File: src/rtl/input_cfg_pkg.sv
package input_cfg_pkg;
    localparam int          ADDR_W            = 3;
    localparam int          CHAN_W            = 3;
    localparam int          COUNT_W           = 5;
    localparam int          RESULT_W          = 12;
    localparam logic [4:0]  TRACK_RISE_EDGE   = 5'h0d;
    localparam logic [4:0]  RANGE_HOLD_FALL   = 5'h03;
    localparam logic [4:0]  FRAME_CYCLES      = 5'h0e;
    localparam logic [1:0]  PAIR_LAST_CODE    = 2'h2;
    localparam logic [2:0]  SGL_LAST_CODE     = 3'h5;
    localparam int          LSB_DIVISOR       = 4096;
    // step size expressed as a multiple of vref/4096
    localparam logic [2:0]  STEP_SGL_NARROW   = 3'h1;
    localparam logic [2:0]  STEP_SGL_WIDE     = 3'h2;
    localparam logic [2:0]  STEP_DIFF_NARROW  = 3'h2;
    localparam logic [2:0]  STEP_DIFF_WIDE    = 3'h4;
    localparam logic [2:0]  CHAN_GROUND       = 3'h7;

    typedef enum logic [1:0] {
        MODE_SINGLE = 2'b00,
        MODE_FULL   = 2'b01,
        MODE_PSEUDO = 2'b10,
        MODE_BAD    = 2'b11
    } input_mode_t;

    typedef enum logic [1:0] {
        PH_TRACK   = 2'b00,
        PH_HOLD    = 2'b01,
        PH_TRACKED = 2'b10
    } phase_t;
endpackage

File: src/rtl/select_if.sv
`timescale 1ns/1ps
`default_nettype none
interface select_if;
    import input_cfg_pkg::*;
    logic        input_type_select;
    logic [2:0]  chan_addr;
    logic        range_wide;
    input_mode_t mode;
    logic [2:0]  pos_chan;
    logic [2:0]  neg_chan;
    logic        twos_comp;
    logic [2:0]  step_mult;
    modport src (output input_type_select, chan_addr, range_wide,
                 input mode, pos_chan, neg_chan, twos_comp, step_mult);
    modport dec (input input_type_select, chan_addr, range_wide,
                 output mode, pos_chan, neg_chan, twos_comp, step_mult);
endinterface
`default_nettype wire

File: src/rtl/adc_input_config_select.sv
// What the datasheet requires of this block and its controller
// a low input-type pin groups each converter's inputs as three pairs, high as six single inputs.
// the controller keeps the input-type pin steady from before acquisition through conversion.
// the sampler returns to track on the 13th rising serial-clock edge after chip select falls.
// one three-bit address drives both converters and may change mid-conversion if the type does not.
// a change of input type restarts the acquisition period from that moment.
// in single-ended mode codes 000 to 101 pick inputs 1 to 6 against analog ground.
// in differential mode the upper bits pick a pair and the low bit picks full or pseudo.
// the controller holds the range pin from one acquisition time before chip select until the third falling edge.
// a low range pin gives a span of one reference, high gives two references.
// straight binary only for single or pseudo inputs on the narrow span, else twos complement.
// single-ended step is vref/4096 narrow and twice that wide.
// differential step is 2*vref/4096 narrow and 4*vref/4096 wide.
// chip select falling samples the chosen inputs and starts conversion.
// conversion and readout take fourteen serial-clock cycles after chip select falls.
// address codes 110 and 111 are undefined and are not to be applied.
`timescale 1ns/1ps
`default_nettype none
module adc_input_config_select
    import input_cfg_pkg::*;
(
    input  wire logic        clk,
    input  wire logic        reset_n,
    input  wire logic        cs_n,
    input  wire logic        sclk,
    input  wire logic        input_type_select,
    input  wire logic        chan_addr_bit0,
    input  wire logic        chan_addr_bit1,
    input  wire logic        chan_addr_bit2,
    input  wire logic        range_sel,
    output logic             tracking,
    output logic             conv_active,
    output logic             conv_done,
    output logic             acq_restart,
    output logic [1:0]       active_mode,
    output logic [2:0]       pos_chan,
    output logic [2:0]       neg_chan,
    output logic             range_wide,
    output logic             twos_comp,
    output logic [2:0]       step_mult,
    output logic             live_mode_bad
);
    // every pin is asynchronous to clk; two stages before use
    // only the second stage feeds logic; the first may still be settling
    logic [6:0] sync1;
    logic [6:0] sync2;
    logic [6:0] next_sync1;
    logic [6:0] next_sync2;

    always_comb begin
        next_sync1 = {cs_n, sclk, input_type_select, chan_addr_bit2,
                      chan_addr_bit1, chan_addr_bit0, range_sel};
        next_sync2 = sync1;
    end

    always_ff @(posedge clk) begin
        if (!reset_n) begin
            sync1 <= 7'h7f;
            sync2 <= 7'h7f;
        end else begin
            sync1 <= next_sync1;
            sync2 <= next_sync2;
        end
    end

    logic       cs_s;
    logic       sclk_s;
    logic       type_s;
    logic [2:0] addr_s;
    logic       range_s;
    assign cs_s    = sync2[6];
    assign sclk_s  = sync2[5];
    assign type_s  = sync2[4];
    assign addr_s  = sync2[3:1];
    assign range_s = sync2[0];

    // live decode of the pins, used for the latch at chip select
    select_if live ();
    assign live.input_type_select = type_s;
    assign live.chan_addr         = addr_s;
    assign live.range_wide        = range_s;
    input_decode u_live (
        .sel (live)
    );

    phase_t      phase;
    phase_t      next_phase;
    logic        cs_d;
    logic        sclk_d;
    logic        type_d;
    logic        addr0_d;
    logic [4:0]  rise_cnt;
    logic [4:0]  fall_cnt;
    logic [4:0]  next_rise_cnt;
    logic [4:0]  next_fall_cnt;
    input_mode_t held_mode;
    input_mode_t next_held_mode;
    logic [2:0]  next_pos;
    logic [2:0]  next_neg;
    logic        next_range;
    logic        next_twos;
    logic [2:0]  next_step;
    logic        next_done;
    logic        next_restart;
    logic        cs_fall;
    logic        sclk_rise;
    logic        sclk_fall;

    // one detector for the chip-select and serial-clock edges, so the edge polarity lives in one place
    function automatic logic pin_edge(input logic prev, input logic now, input logic rising);
        return rising ? (!prev && now) : (prev && !now);
    endfunction

    assign cs_fall   = pin_edge(cs_d, cs_s, 1'b0);
    assign sclk_rise = pin_edge(sclk_d, sclk_s, 1'b1);
    assign sclk_fall = pin_edge(sclk_d, sclk_s, 1'b0);

    always_comb begin
        next_phase     = phase;
        next_rise_cnt  = rise_cnt;
        next_fall_cnt  = fall_cnt;
        next_held_mode = held_mode;
        next_pos       = pos_chan;
        next_neg       = neg_chan;
        next_range     = range_wide;
        next_twos      = twos_comp;
        next_step      = step_mult;
        next_done      = 1'b0;
        // a change of input type restarts acquisition, and so does full/pseudo
        // switching on the low address bit while differential; held conversions ignore both
        next_restart   = (phase != PH_HOLD)
                         && ((type_s != type_d)
                             || (!type_s && !type_d && addr_s[0] != addr0_d));
        if (cs_s) begin
            next_phase    = PH_TRACK;
            next_rise_cnt = 5'h00;
            next_fall_cnt = 5'h00;
        end
        // everything the conversion needs is captured at once; later pin moves stay out
        if (cs_fall) begin
            next_phase     = PH_HOLD;
            next_rise_cnt  = 5'h00;
            next_fall_cnt  = 5'h00;
            next_held_mode = live.mode;
            next_pos       = live.pos_chan;
            next_neg       = live.neg_chan;
            next_range     = range_s;
            next_twos      = live.twos_comp;
            next_step      = live.step_mult;
        end else if (!cs_s) begin
            // counts stop at fourteen so a long burst cannot run into a second frame
            if (sclk_rise && rise_cnt != FRAME_CYCLES) begin
                next_rise_cnt = rise_cnt + 5'h01;
                if (rise_cnt + 5'h01 == TRACK_RISE_EDGE) begin
                    next_phase = PH_TRACKED;
                end
            end
            if (sclk_fall && fall_cnt != FRAME_CYCLES) begin
                next_fall_cnt = fall_cnt + 5'h01;
                if (fall_cnt + 5'h01 == FRAME_CYCLES) begin
                    next_done = 1'b1;
                end
            end
            // range is taken at the frame start; later pin moves are ignored
            if (phase == PH_HOLD && fall_cnt < RANGE_HOLD_FALL) begin
                next_range = range_wide;
            end
        end
    end

    always_ff @(posedge clk) begin
        if (!reset_n) begin
            phase       <= PH_TRACK;
            rise_cnt    <= 5'h00;
            fall_cnt    <= 5'h00;
            held_mode   <= MODE_SINGLE;
            pos_chan    <= 3'h0;
            neg_chan    <= CHAN_GROUND;
            range_wide  <= 1'b0;
            twos_comp   <= 1'b0;
            step_mult   <= STEP_SGL_NARROW;
            conv_done   <= 1'b0;
            acq_restart <= 1'b0;
        end else begin
            phase       <= next_phase;
            rise_cnt    <= next_rise_cnt;
            fall_cnt    <= next_fall_cnt;
            held_mode   <= next_held_mode;
            pos_chan    <= next_pos;
            neg_chan    <= next_neg;
            range_wide  <= next_range;
            twos_comp   <= next_twos;
            step_mult   <= next_step;
            conv_done   <= next_done;
            acq_restart <= next_restart;
        end
    end

    // edge history starts at the synchroniser reset value, so leaving reset
    // shows no edge until a pin really differs from it
    always_ff @(posedge clk) begin
        if (!reset_n) begin
            cs_d    <= 1'b1;
            sclk_d  <= 1'b1;
            type_d  <= 1'b1;
            addr0_d <= 1'b1;
        end else begin
            cs_d    <= cs_s;
            sclk_d  <= sclk_s;
            type_d  <= type_s;
            addr0_d <= addr_s[0];
        end
    end

    // tracking follows the phase register directly, no extra cycle of delay
    assign tracking      = (phase != PH_HOLD);
    assign conv_active   = (phase == PH_HOLD);
    assign active_mode   = held_mode;
    // reports an unsupported address while it is on the pins, not only at frame start
    assign live_mode_bad = (live.mode == MODE_BAD);
endmodule
`default_nettype wire

File: src/rtl/input_decode.sv
`timescale 1ns/1ps
`default_nettype none
module input_decode
    import input_cfg_pkg::*;
(
    select_if.dec sel
);
    always_comb begin
        sel.mode      = MODE_BAD;
        sel.pos_chan  = CHAN_GROUND;
        sel.neg_chan  = CHAN_GROUND;
        if (sel.input_type_select) begin
            if (sel.chan_addr <= SGL_LAST_CODE) begin
                sel.mode     = MODE_SINGLE;
                sel.pos_chan = sel.chan_addr;
                sel.neg_chan = CHAN_GROUND;
            end
        end else if (sel.chan_addr[2:1] <= PAIR_LAST_CODE) begin
            sel.mode     = sel.chan_addr[0] ? MODE_PSEUDO : MODE_FULL;
            sel.pos_chan = {sel.chan_addr[2:1], 1'b0};
            sel.neg_chan = {sel.chan_addr[2:1], 1'b1};
        end
        // codes 110/111 fall through as MODE_BAD; behaviour is unspecified
        sel.twos_comp = sel.range_wide || (sel.mode == MODE_FULL);
        if (sel.mode == MODE_SINGLE) begin
            sel.step_mult = sel.range_wide ? STEP_SGL_WIDE : STEP_SGL_NARROW;
        end else begin
            sel.step_mult = sel.range_wide ? STEP_DIFF_WIDE : STEP_DIFF_NARROW;
        end
    end
endmodule
`default_nettype wire

File: config.mk
export PLATFORM = sky130hd
export DESIGN_NAME = adc_input_config_select
export DESIGN_NICKNAME = d
export VERILOG_FILES = /design/src/rtl/input_cfg_pkg.sv /design/src/rtl/select_if.sv /design/src/rtl/adc_input_config_select.sv /design/src/rtl/input_decode.sv
export SDC_FILE = /design/constraint.sdc
export NUM_CORES = 1
export LEC_CHECK = 0
export ABC_AREA = 1
export CAP_MARGIN = 20
export CORE_UTILIZATION = 55
export DETAILED_ROUTE_END_ITERATION = 6
export DONT_BUFFER_PORTS = 1
export GPL_ROUTABILITY_DRIVEN = 1
export PLACE_DENSITY = 0.73
export SLEW_MARGIN = 10
export SYNTH_ARGS = -nofsm -noshare
export SYNTH_HDL_FRONTEND = slang
export SYNTH_SLANG_ARGS = --single-unit
File: constraint.sdc
create_clock -name clk -period 1.3 [get_ports clk]
set_input_delay 0.195 -clock clk [delete_from_list [all_inputs] [get_ports clk]]
set_output_delay 0.195 -clock clk [all_outputs]
set_load 0.01 [all_outputs]
==> results of run 1 <==
==> tightest hold or removal path: cells and delay by family <==
family / cells / cell delay [ns]
simple gates: 4 / 0.27
==> layer usage <==
layer	vias to the layer above	global-route usage, %	part of all wire, %
met5	-	0	0
met4	0	11.6	1.7
met3	8	8.79	6.1
met2	44	34.3	48
met1	650	24.9	44
li1	712	-	-
==> flip-flops by register name, summed over array words and instances, names as in the netlist, 2 cells and up <==
name	cells
active_mode	2
fall_cnt	5
neg_chan	2
next_sync2	7
phase	2
pos_chan	3
rise_cnt	5
step_mult	3
sync2	7
==> kinds of logic after synthesis <==
logic type | after synthesis | synth area share (%)
other | 1 | 0.213
AND/OR/NAND/NOR | 85 | 23.3
adder cells (fa/ha/maj) | 9 | 6.39
buffers and inverters | 30 | 7.10
flip-flops | 44 | 50.0
XOR/XNOR | 3 | 1.49
AO/OA/AOI/OAI | 33 | 11.5
==> worst paths after layout <==
path	endpoint	cells past startpoint	start
worst max-delay path	fall_cnt[4]$_SDFF_PP0_	6	fall_cnt[0]$_SDFF_PP0_
worst min-delay path	conv_done$_SDFF_PP0_	4	reset_n
worst max register to register	fall_cnt[4]$_SDFF_PP0_	6	fall_cnt[0]$_SDFF_PP0_
worst min register to register	sync2[5]$_SDFF_PN1_	1	next_sync2[5]$_SDFF_PN1_
==> synth_stat cells, drive strengths merged <==
master / number
a211oi: 2
a31oi: 3
nand3: 13
o21a: 1
conb: 1
inv: 23
clkbuf: 3
nand2: 28
a21oi: 15
buf: 4
nand4: 5
dfxtp: 44
ha: 9
nor3: 3
or2: 17
xor2: 3
o21ai: 12
nor2: 19
==> what timing repair did <==
action / CTS / global route
setup endpoints to repair: 10 / 15
cloned: 0 / 1
gates resized for setup: 12 / 14
endpoints found under the hold margin: 20 / 0
pin swaps: 5 / 5
buffers inserted: 3 / 2
hold buffers: 11 / 0
==> power by group <==
group	internal (W)	switching, W	total [W]
Clock	0.000461	0.000441	0.000902
Sequential	0.00139	0.0000348	0.00142
Combinational	0.0000693	0.0000713	0.000141
Total	0.00192	0.000547	0.00246
==> metrics by stage <==
step / setup TNS (ns) / setup WS, ns / power (W) / cell area (µm²) / utilization (%)
final: 0 / 0.0129 / 0.00246 / 2160 / 70.9
after global routing: -0.282 / -0.0434 / 0.00256 / 2160 / 70.9
after CTS: -0.00406 / -0.00328 / 0.00249 / 2100 / 68.9
after detailed placement: -0.280 / -0.107 / 0.00157 / 1850 / 60.5
after global placement: 0 / 0.0166 / 0.00156 / 1850 / 60.5
after floorplan: 0 / 0.0348 / 0.00154 / 1760 / -
==> layout make-up <==
type                    instances  share of cell area, %
clock buffers                   6                   2.37
clock inverters                 2                   1.79
inverters                      23                   3.99
multi-input cells             132                   37.8
flip-flops and latches         44                   41.4
well taps                      44                   2.54
repair buffers                 25                   10.1
==> run summary, run 1 <==
reg2reg setup slack: 0.01 ns
worst min path class: in2reg
critical-path cell list: buf_6 > ha_4 > nand3_1 > xor2_1 > or2_1 > a21oi_1
Die Ht: 58.6 µm
dpl hpwl: 2320 µm
vias in the first global route: 1298
DRC errors left: 0
highest-count cells in the layout ignoring fill and taps: dfxtp_1, nand2_1, inv_1, nor2_1, or2_2
WL/cell: 12.6 µm
die area: 3440 µm²
sequential cell area: 896 µm²
crit path launch type: register
first-pass GRT wire length: 5460 µm
via count: 1414
Filler cells: 250
n_diodes: 0
area growth from synthesis to layout: 22.7%
clk sinks: 44
post-synth top area share: 50.0%
max incr delay on CP: 0.37 ns
final cycle utilization of the critical path: 99.0%
Post-DRT Antenna Nets: 0
WHS: 0.124 ns
number of cells produced by synthesis: 205
largest fanout on the critical path: 3
Synth Register Bits: 44
Layout Skew: 0.0138 ns
GR Util All Layers: 21.6%
sequential share of the synthesized area: 50.0%
Final Hold Fails: 0
synth warn: 0
worst path required time: 1.61 ns
Crit. End Element: register
CTS clk-pin slew, worst paths: 0.13 ns
VDD IR max: 1.12 mV
Final #Nets: 249
initial antenna violation count: 0
remaining global-route overflow: 0
Setup violations, final: 0
IO buf count: 0
GP Congestion: 0.830
PD cells: 1140 nW/µm²
Core Region: 3050 µm²
slowest stage cell, crit path: dfxtp_2
RSZ-0062 raised after global routing: yes
MaxCap Viol Count: 0
FP Rows: 20
IO Pins: 27
Multi-input gate area: 817 µm²
post-route insts no fill: 276
CTS Buf Count: 5
first-pass detailed-route iteration total: 4
CP arrival: 1.60 ns
CTS tree: yes
Placed Instances: 251
Synth area leaders: dfxtp_1, ha_1, nand2_1
leading area contributor after synthesis: dfxtp_1
Die Wd: 58.6 µm
final slew viol count: 0
WP buf/inv: 1
crit-path leading delay family: flip-flops
Starting Density: 57.7%
syn avg cell area: 8.60 µm²
highest clock rate: 777 MHz
status: complete, no violations
Clock Path Buffers: 2
static leakage: 0.854 nW
vias per inst: 5.12
WL final: 3470 µm
drt first-iter violations: 92
layout cells sized above 1: 28.0%
clock latency on the worst-skew pair: 0.37 ns
Netlist cell types: 27
clock root buffer master: clkbuf_4
Syn Nets: 223
critical path class: reg2reg
Period minus WS final: 1.29 ns
commonest non-fill, non-tap cell in the layout: dfxtp_1
Mapped Area: 1760 µm²
largest net degree at the start of global routing: 21
# H-tree levels: 2
(Power assumes the default switching activity.)
==> run 2: changes to the inputs <==
--- a/config.mk
+++ b/config.mk
@@ -5,7 +5,7 @@
 export SDC_FILE = /design/constraint.sdc
 export NUM_CORES = 1
 export LEC_CHECK = 0
-export ABC_AREA = 1
+export ABC_AREA = 0
 export CAP_MARGIN = 20
 export CORE_UTILIZATION = 55
 export DETAILED_ROUTE_END_ITERATION = 6
==> run 2 against run 1 <==
Net effect: the flow now finishes with violations (negative setup slack); sequential power about the same; clock skew is 0.0072 ns lower; die area up 7.2%; via count is 13% higher; worst hold slack got worse by 0.11 ns; non-clock buffer count rose by 13; first-iteration DRC count shrank 1.1%.
==> run summary, run 2 <==
status: finished, violations left
failing checks: negative setup slack
CTS clk-pin slew, worst paths: 0.13 ns (about the same)
VDD IR max: 1.04 mV (-7.4%)
synth cell count leaders: dfxtp_1, nand2b_1, nand2_1
largest fanout on the critical path: 6 (+3)
IO Pins: 27 (unchanged)
# H-tree levels: 2 (unchanged)
Sequential Power Share: 57.7% (about the same)
Period minus WS final: 1.37 ns (+0.0782 ns)
Combinational Power Share: 6.2% (+0.5 points)
drt first-iter violations: 91 (-1.1%)
via count: 1593 (+13%)
Core Region: 3150 µm² (+3.3%)
met3 Track Usage GR: 4.90% (-3.9 points)
remaining global-route overflow: 0 (unchanged)
Mapped Area: 1890 µm² (+7.5%)
first-pass detailed-route iteration total: 4 (unchanged)
Main synth FF type: dfxtp_1
Starting Density: 60.1% (+2.3 points)
FF-to-FF Start: cs_d$_SDFF_PN1_
dpl hpwl: 2620 µm (+13%)
highest clock rate: 732 MHz (-5.7%)
final slew viol count: 0 (unchanged)
Setup violations, final: 6 (+6)
met2 Use GR: 43.6% (+9.3 points)
Worst Slack Setup Final: -0.0653 ns (-0.0782 ns)
most common cell in the synthesized netlist: dfxtp_1
Netlist cell types: 46 (+70%)
WL/cell: 15.6 µm (+24%)
Setup crit start: cs_d$_SDFF_PN1_
IO buf count: 0 (unchanged)
vias in the first global route: 1545 (+19%)
number of cells produced by synthesis: 202 (-1.5%)
Die Wd: 60.7 µm (+3.5%)
Final #Nets: 256 (+2.8%)
vias per inst: 5.63 (+9.9%)
leading area contributor after synthesis: dfxtp_1
cell-internal power: 0.00193 W (+0.49%)
Synth Register Bits: 44 (unchanged)
Worst R2R Path Depth: 3 (-3)
Synth area leaders: dfxtp_1, nand2b_1, ha_1
CTS Buf Count: 5 (unchanged)
EDFF count, synth: 0 (unchanged)
Crit. End Element: register
static leakage: 0.965 nW (+13%)
sequential share of the synthesized area: 46.5% (-3.5 points)
crit path capture: rise_cnt[3]$_SDFF_PP0_
crit path launch type: register
layout cells sized above 1: 31.4% (+3.4 points)
Syn Nets: 220 (-1.3%)
WL final: 4410 µm (+27%)
initial antenna violation count: 0 (unchanged)
critical path class: reg2reg
Die Ht: 60.7 µm (+3.5%)
met1 GRT Util: 30.5% (+5.6 points)
highest-count cells in the layout ignoring fill and taps: dfxtp_1, buf_4, nand2b_1, nand2_1
Layout Skew: 0.00659 ns (-0.00721 ns)
n_diodes: 0 (unchanged)
final cycle utilization of the critical path: 105% (+6.0 points)
CP arrival: 1.64 ns (+0.04 ns)
die area: 3680 µm² (+7.2%)
largest net degree at the start of global routing: 21 (unchanged)
cell area after layout: 2480 µm² (+15%)
PD cells: 993 nW/µm² (-13%)
first-pass GRT wire length: 6760 µm (+24%)
Rel. slew slack: 54.5%
Hold Crit Start: reset_n
measured slew at the worst slew-check pin: 0.682 ns
FP Rows: 20 (unchanged)
switching part of the total power: 21.9% (-0.36 points)
Clock Path Buffers: 2 (unchanged)
Clock Power Share: 36.2% (-0.4 points)
Post-DRT Antenna Nets: 0 (unchanged)
clock root buffer master: clkbuf_4
Final Hold Fails: 0 (unchanged)
MaxCap Viol Count: 0 (unchanged)
DRC errors left: 0 (unchanged)
worst min path class: in2reg
GR peak layer: met2
dpl ws: -0.119 ns (-0.0120 ns)
reg-to-reg critical path endpoint: rise_cnt[3]$_SDFF_PP0_
synth warn: 0 (unchanged)
GR Util All Layers: 25.2% (+3.6 points)
clock latency on the worst-skew pair: 0.34 ns (-0.03 ns)
GP Congestion: 0.864 (+4.1%)
post-synth top area share: 46.5% (-3.5 points)
clk sinks: 44 (unchanged)
commonest non-fill, non-tap cell in the layout: dfxtp_1
Async SR Flop Fraction: 0% (unchanged)
RSZ-0062 raised after global routing: yes
reg2reg setup slack: -0.07 ns (-0.08 ns)
worst path required time: 1.57 ns (-0.04 ns)
syn avg cell area: 9.38 µm² (+9.0%)
area growth from synthesis to layout: 31.0%
Psw: 0.000539 W (-1.6%)
Placement Cell Area: 2030 µm² (+10%)
CTS tree: yes
## run 2: changes by cell type after synthesis, moves of 4 or more
cell	previous run	this run
a21boi_1	0	5
a21oi_1	13	8
inv_1	21	14
nand2_1	25	19
nand2b_1	0	21
nand3_1	12	8
nor2_1	17	7
o21ai_0	11	5
or2_2	14	0
## run 2: final cells by class
type / count / area, µm²
Multi-Input combinational cell: 135 / 1070
Clock buffer: 6 / 51.3
Timing Repair Buffer: 38 / 319
Sequential cell: 44 / 895
Inverter: 14 / 57.6
Fill cell: 209 / 671
Tap cell: 44 / 55.1
Clock inverter: 2 / 38.8
## run 2: cells by family after synthesis
kind of cell / Yosys count / share of synthesized area (%)
compound gates: 36 / 13.1
flops: 44 / 46.5
buf+inv: 23 / 5.55
simple gates: 83 / 25.9
other cells: 1 / 0.198
xor+xnor: 5 / 2.31
fa+ha+maj: 9 / 5.94
mux: 1 / 0.528
## run 2: power groups by stage
stage	Combinational (W)	Sequential, W	Clock (W)
floorplan	0.0000925	0.00144	0
global placement	0.0000974	0.00145	0
detailed placement	0.000103	0.00145	0
CTS	0.000137	0.00142	0.000905
global route	0.000167	0.00143	0.000966
finish	0.000152	0.00142	0.000891
## run 2: how the worst min path moves through the flow
stage,depth (start not counted),to,slack [ns]
finish,2,pos_chan[0]$_SDFFE_PN0P_,0.02
global route,2,pos_chan[0]$_SDFFE_PN0P_,0.04
CTS,2,pos_chan[0]$_SDFFE_PN0P_,0.006
detailed placement,1,next_sync2[5]$_SDFF_PN1_,0.27
global placement,1,type_d$_SDFF_PN1_,0.27
floorplan,1,cs_d$_SDFF_PN1_,0.29
## run 2: through the flow
stage / cells / TNS, ns / power [W] / utilization, % / hold slack (ns)
floorplan: 202 / -0.410 / 0.00154 / - / 0.290
global placement: 255 / -0.297 / 0.00155 / 64.5 / 0.270
detailed placement: 255 / -0.580 / 0.00155 / 64.5 / 0.274
CTS: 278 / -0.190 / 0.00246 / 73.8 / 0.00590
global route: 283 / -0.574 / 0.00256 / 78.7 / 0.0391
finish: 283 / -0.283 / 0.00246 / 78.7 / 0.0168
## run 2: layer usage
layer | share of wire, % | vias up
met3 | 6.1 | 12
met1 | 41 | 750
met2 | 51 | 60
met5 | 0 | -
met4 | 1.9 | 0
li1 | - | 771
## run 2: repair_timing
item / in CTS / in global routing
buffers inserted: 4 / 5
resized for setup: 17 / 31
endpoints found under the setup margin: 11 / 16
hold buffers: 11 / 0
endpoints found under the hold margin: 30 / 0
pin swaps: 6 / 10
## run 2: worst max-delay path, cell delays in order, from the launching register on
cell      delay (ns)
dfxtp_1         0.33
or3b_4          0.44
or4_4           0.43
o211ai_1        0.09
==> run 3: changes to the inputs <==
--- a/config.mk
+++ b/config.mk
@@ -11,7 +11,7 @@
 export DETAILED_ROUTE_END_ITERATION = 6
 export DONT_BUFFER_PORTS = 1
 export GPL_ROUTABILITY_DRIVEN = 1
-export PLACE_DENSITY = 0.73
+export PLACE_DENSITY_LB_ADDON = 0.1
 export SLEW_MARGIN = 10
 export SYNTH_ARGS = -nofsm -noshare
 export SYNTH_HDL_FRONTEND = slang
==> run 3 against run 2 <==
Net effect: the flow still finishes with violations (negative setup slack); utilization decreased by 4.0 points; maximum frequency rose by 0.84%; clock-buffer cell count is the same; via count is 1.3% lower; worst hold slack gained 0.26 ns; worst setup slack better by 0.011 ns; non-clock buffer count decreased by 7; sequential cell count did not move; register-to-register slack about the same; clock skew up 0.0024 ns; global-route usage shrank 3.1 points; power fell by 7.9%.
==> run summary, run 3 (synthesized netlist as in run 2, its figures left out) <==
static leakage: 0.898 nW (-7.0%)
Die Ht: 60.7 µm (unchanged)
WL final: 3810 µm (-13%)
Rel. slew slack: 50.2% (-4.3 points)
PD cells: 963 nW/µm² (-3.0%)
initial antenna violation count: 0 (unchanged)
final cycle utilization of the critical path: 104% (-0.87 points)
dpl ws: -0.110 ns (+0.00960 ns)
first-pass detailed-route iteration total: 5 (+1)
vias per inst: 5.70 (+1.2%)
highest-count cells in the layout ignoring fill and taps: dfxtp_1, nand2_1, buf_4, nand2b_1
dpl hpwl: 2420 µm (-7.7%)
failing checks: negative setup slack
critical path class: reg2reg
Worst Slack Setup Final: -0.0540 ns (+0.0113 ns)
first-pass GRT wire length: 5980 µm (-12%)
clk sinks: 44 (unchanged)
final slew viol count: 0 (unchanged)
CTS Buf Count: 5 (unchanged)
Post-DRT Antenna Nets: 0 (unchanged)
Final Hold Fails: 0 (unchanged)
RSZ-0062 raised after global routing: yes
Layout Skew: 0.00903 ns (+0.00244 ns)
commonest non-fill, non-tap cell in the layout: dfxtp_1
via count: 1573 (-1.3%)
MaxCap Viol Count: 0 (unchanged)
crit path launch type: register
VDD IR max: 0.880 mV (-15%)
clock latency on the worst-skew pair: 0.36 ns (+0.02 ns)
vias in the first global route: 1399 (-9.4%)
Final #Nets: 249 (-2.7%)
WHS: 0.275 ns (+0.258 ns)
GP Congestion: 0.910 (+5.4%)
Crit. End Element: register
die area: 3680 µm² (unchanged)
Clock Path Buffers: 2 (unchanged)
# H-tree levels: 2 (unchanged)
layout cells sized above 1: 25.9% (-5.5 points)
Period minus WS final: 1.35 ns (-0.0113 ns)
Setup violations, final: 4 (-2)
status: finished, violations left
Starting Density: 60.1% (unchanged)
Core Region: 3150 µm² (unchanged)
DRC errors left: 0 (unchanged)
CTS clk-pin slew, worst paths: 0.13 ns (about the same)
GR Util All Layers: 22.2% (-3.1 points)
clock root buffer master: clkbuf_4
FP Rows: 20 (unchanged)
worst min path class: in2reg
CTS tree: yes
largest net degree at the start of global routing: 24 (+14%)
worst path required time: 1.59 ns (+0.02 ns)
largest fanout on the critical path: 6 (unchanged)
Die Wd: 60.7 µm (unchanged)
IO Pins: 27 (unchanged)
remaining global-route overflow: 0 (unchanged)
CP arrival: 1.65 ns (about the same)
TNS Setup: -0.204 ns (+0.0798 ns)
IO buf count: 0 (unchanged)
area growth from synthesis to layout: 24.4%
drt first-iter violations: 83 (-8.8%)
highest clock rate: 739 MHz (+0.84%)
n_diodes: 0 (unchanged)
WL/cell: 13.8 µm (-11%)
measured slew at the worst slew-check pin: 0.746 ns (+0.0644 ns)
## run 3: layout make-up
cell class | count | area [µm²]
fill | 239 | 796
multi-input combinational | 135 | 1030
sequential | 44 | 891
inverter | 14 | 52.6
clock inverter | 2 | 15.0
tap | 44 | 55.1
timing repair buffer | 31 | 267
clock buffer | 6 | 51.3
## run 3: report_power, final
| group | leakage (nW) | internal (W) | switching [W] |
|---|---|---|---|
| Combinational | 0.506 | 0.0000714 | 0.0000711 |
| Sequential | 0.361 | 0.00139 | 0.0000329 |
| Clock | 0.0305 | 0.000263 | 0.000445 |
## run 3: worst max-delay path: stages, from the launching register on
cell      delay, ns
dfxtp_2        0.34
or3b_4         0.45
or4_4          0.43
o211ai_2       0.08
## run 3: stage by stage
stage                     total power [W]  utilization [%]  cells  instance area (µm²)
final                             0.00227             74.8    276                 2360
after CTS                         0.00229             71.8    276                 2260
after global placement            0.00155             64.2    254                 2030
after floorplan                   0.00154                -    202                 1900
after global routing              0.00237             74.8    276                 2360
after detailed placement          0.00155             64.2    254                 2030
## run 3: path summary, 6_finish.rpt
check	start	endpoint	slack [ns]	depth (start not counted)
hold reg to reg	next_sync2[3]$_SDFF_PN1_	sync2[3]$_SDFF_PN1_	0.42	1
setup reg to reg	cs_d$_SDFF_PN1_	fall_cnt[3]$_SDFF_PP0_	-0.05	3
setup / recovery	cs_d$_SDFF_PN1_	fall_cnt[3]$_SDFF_PP0_	-0.05	3
hold / removal	reset_n	phase[1]$_SDFF_PP0_	0.27	4
## run 3: metal layers
| metal | vias up | wire length, µm | GRT usage [%] |
|---|---|---|---|
| met5 | - | 0 | 0 |
| met3 | 8 | 168 | 6.40 |
| met2 | 43 | 1860 | 35.9 |
| li1 | 768 | - | - |
| met1 | 754 | 1740 | 27.9 |
| met4 | 0 | 44 | 8.44 |
## run 3: timing repair
action | 4_1_cts | 5_1_grt
setup buffers | 3 | 0
resized for setup | 11 | 25
hold buffers | 11 | 0
hold endpoints to repair | 31 | 0
pin swaps | 4 | 4
setup endpoints to repair | 8 | 19
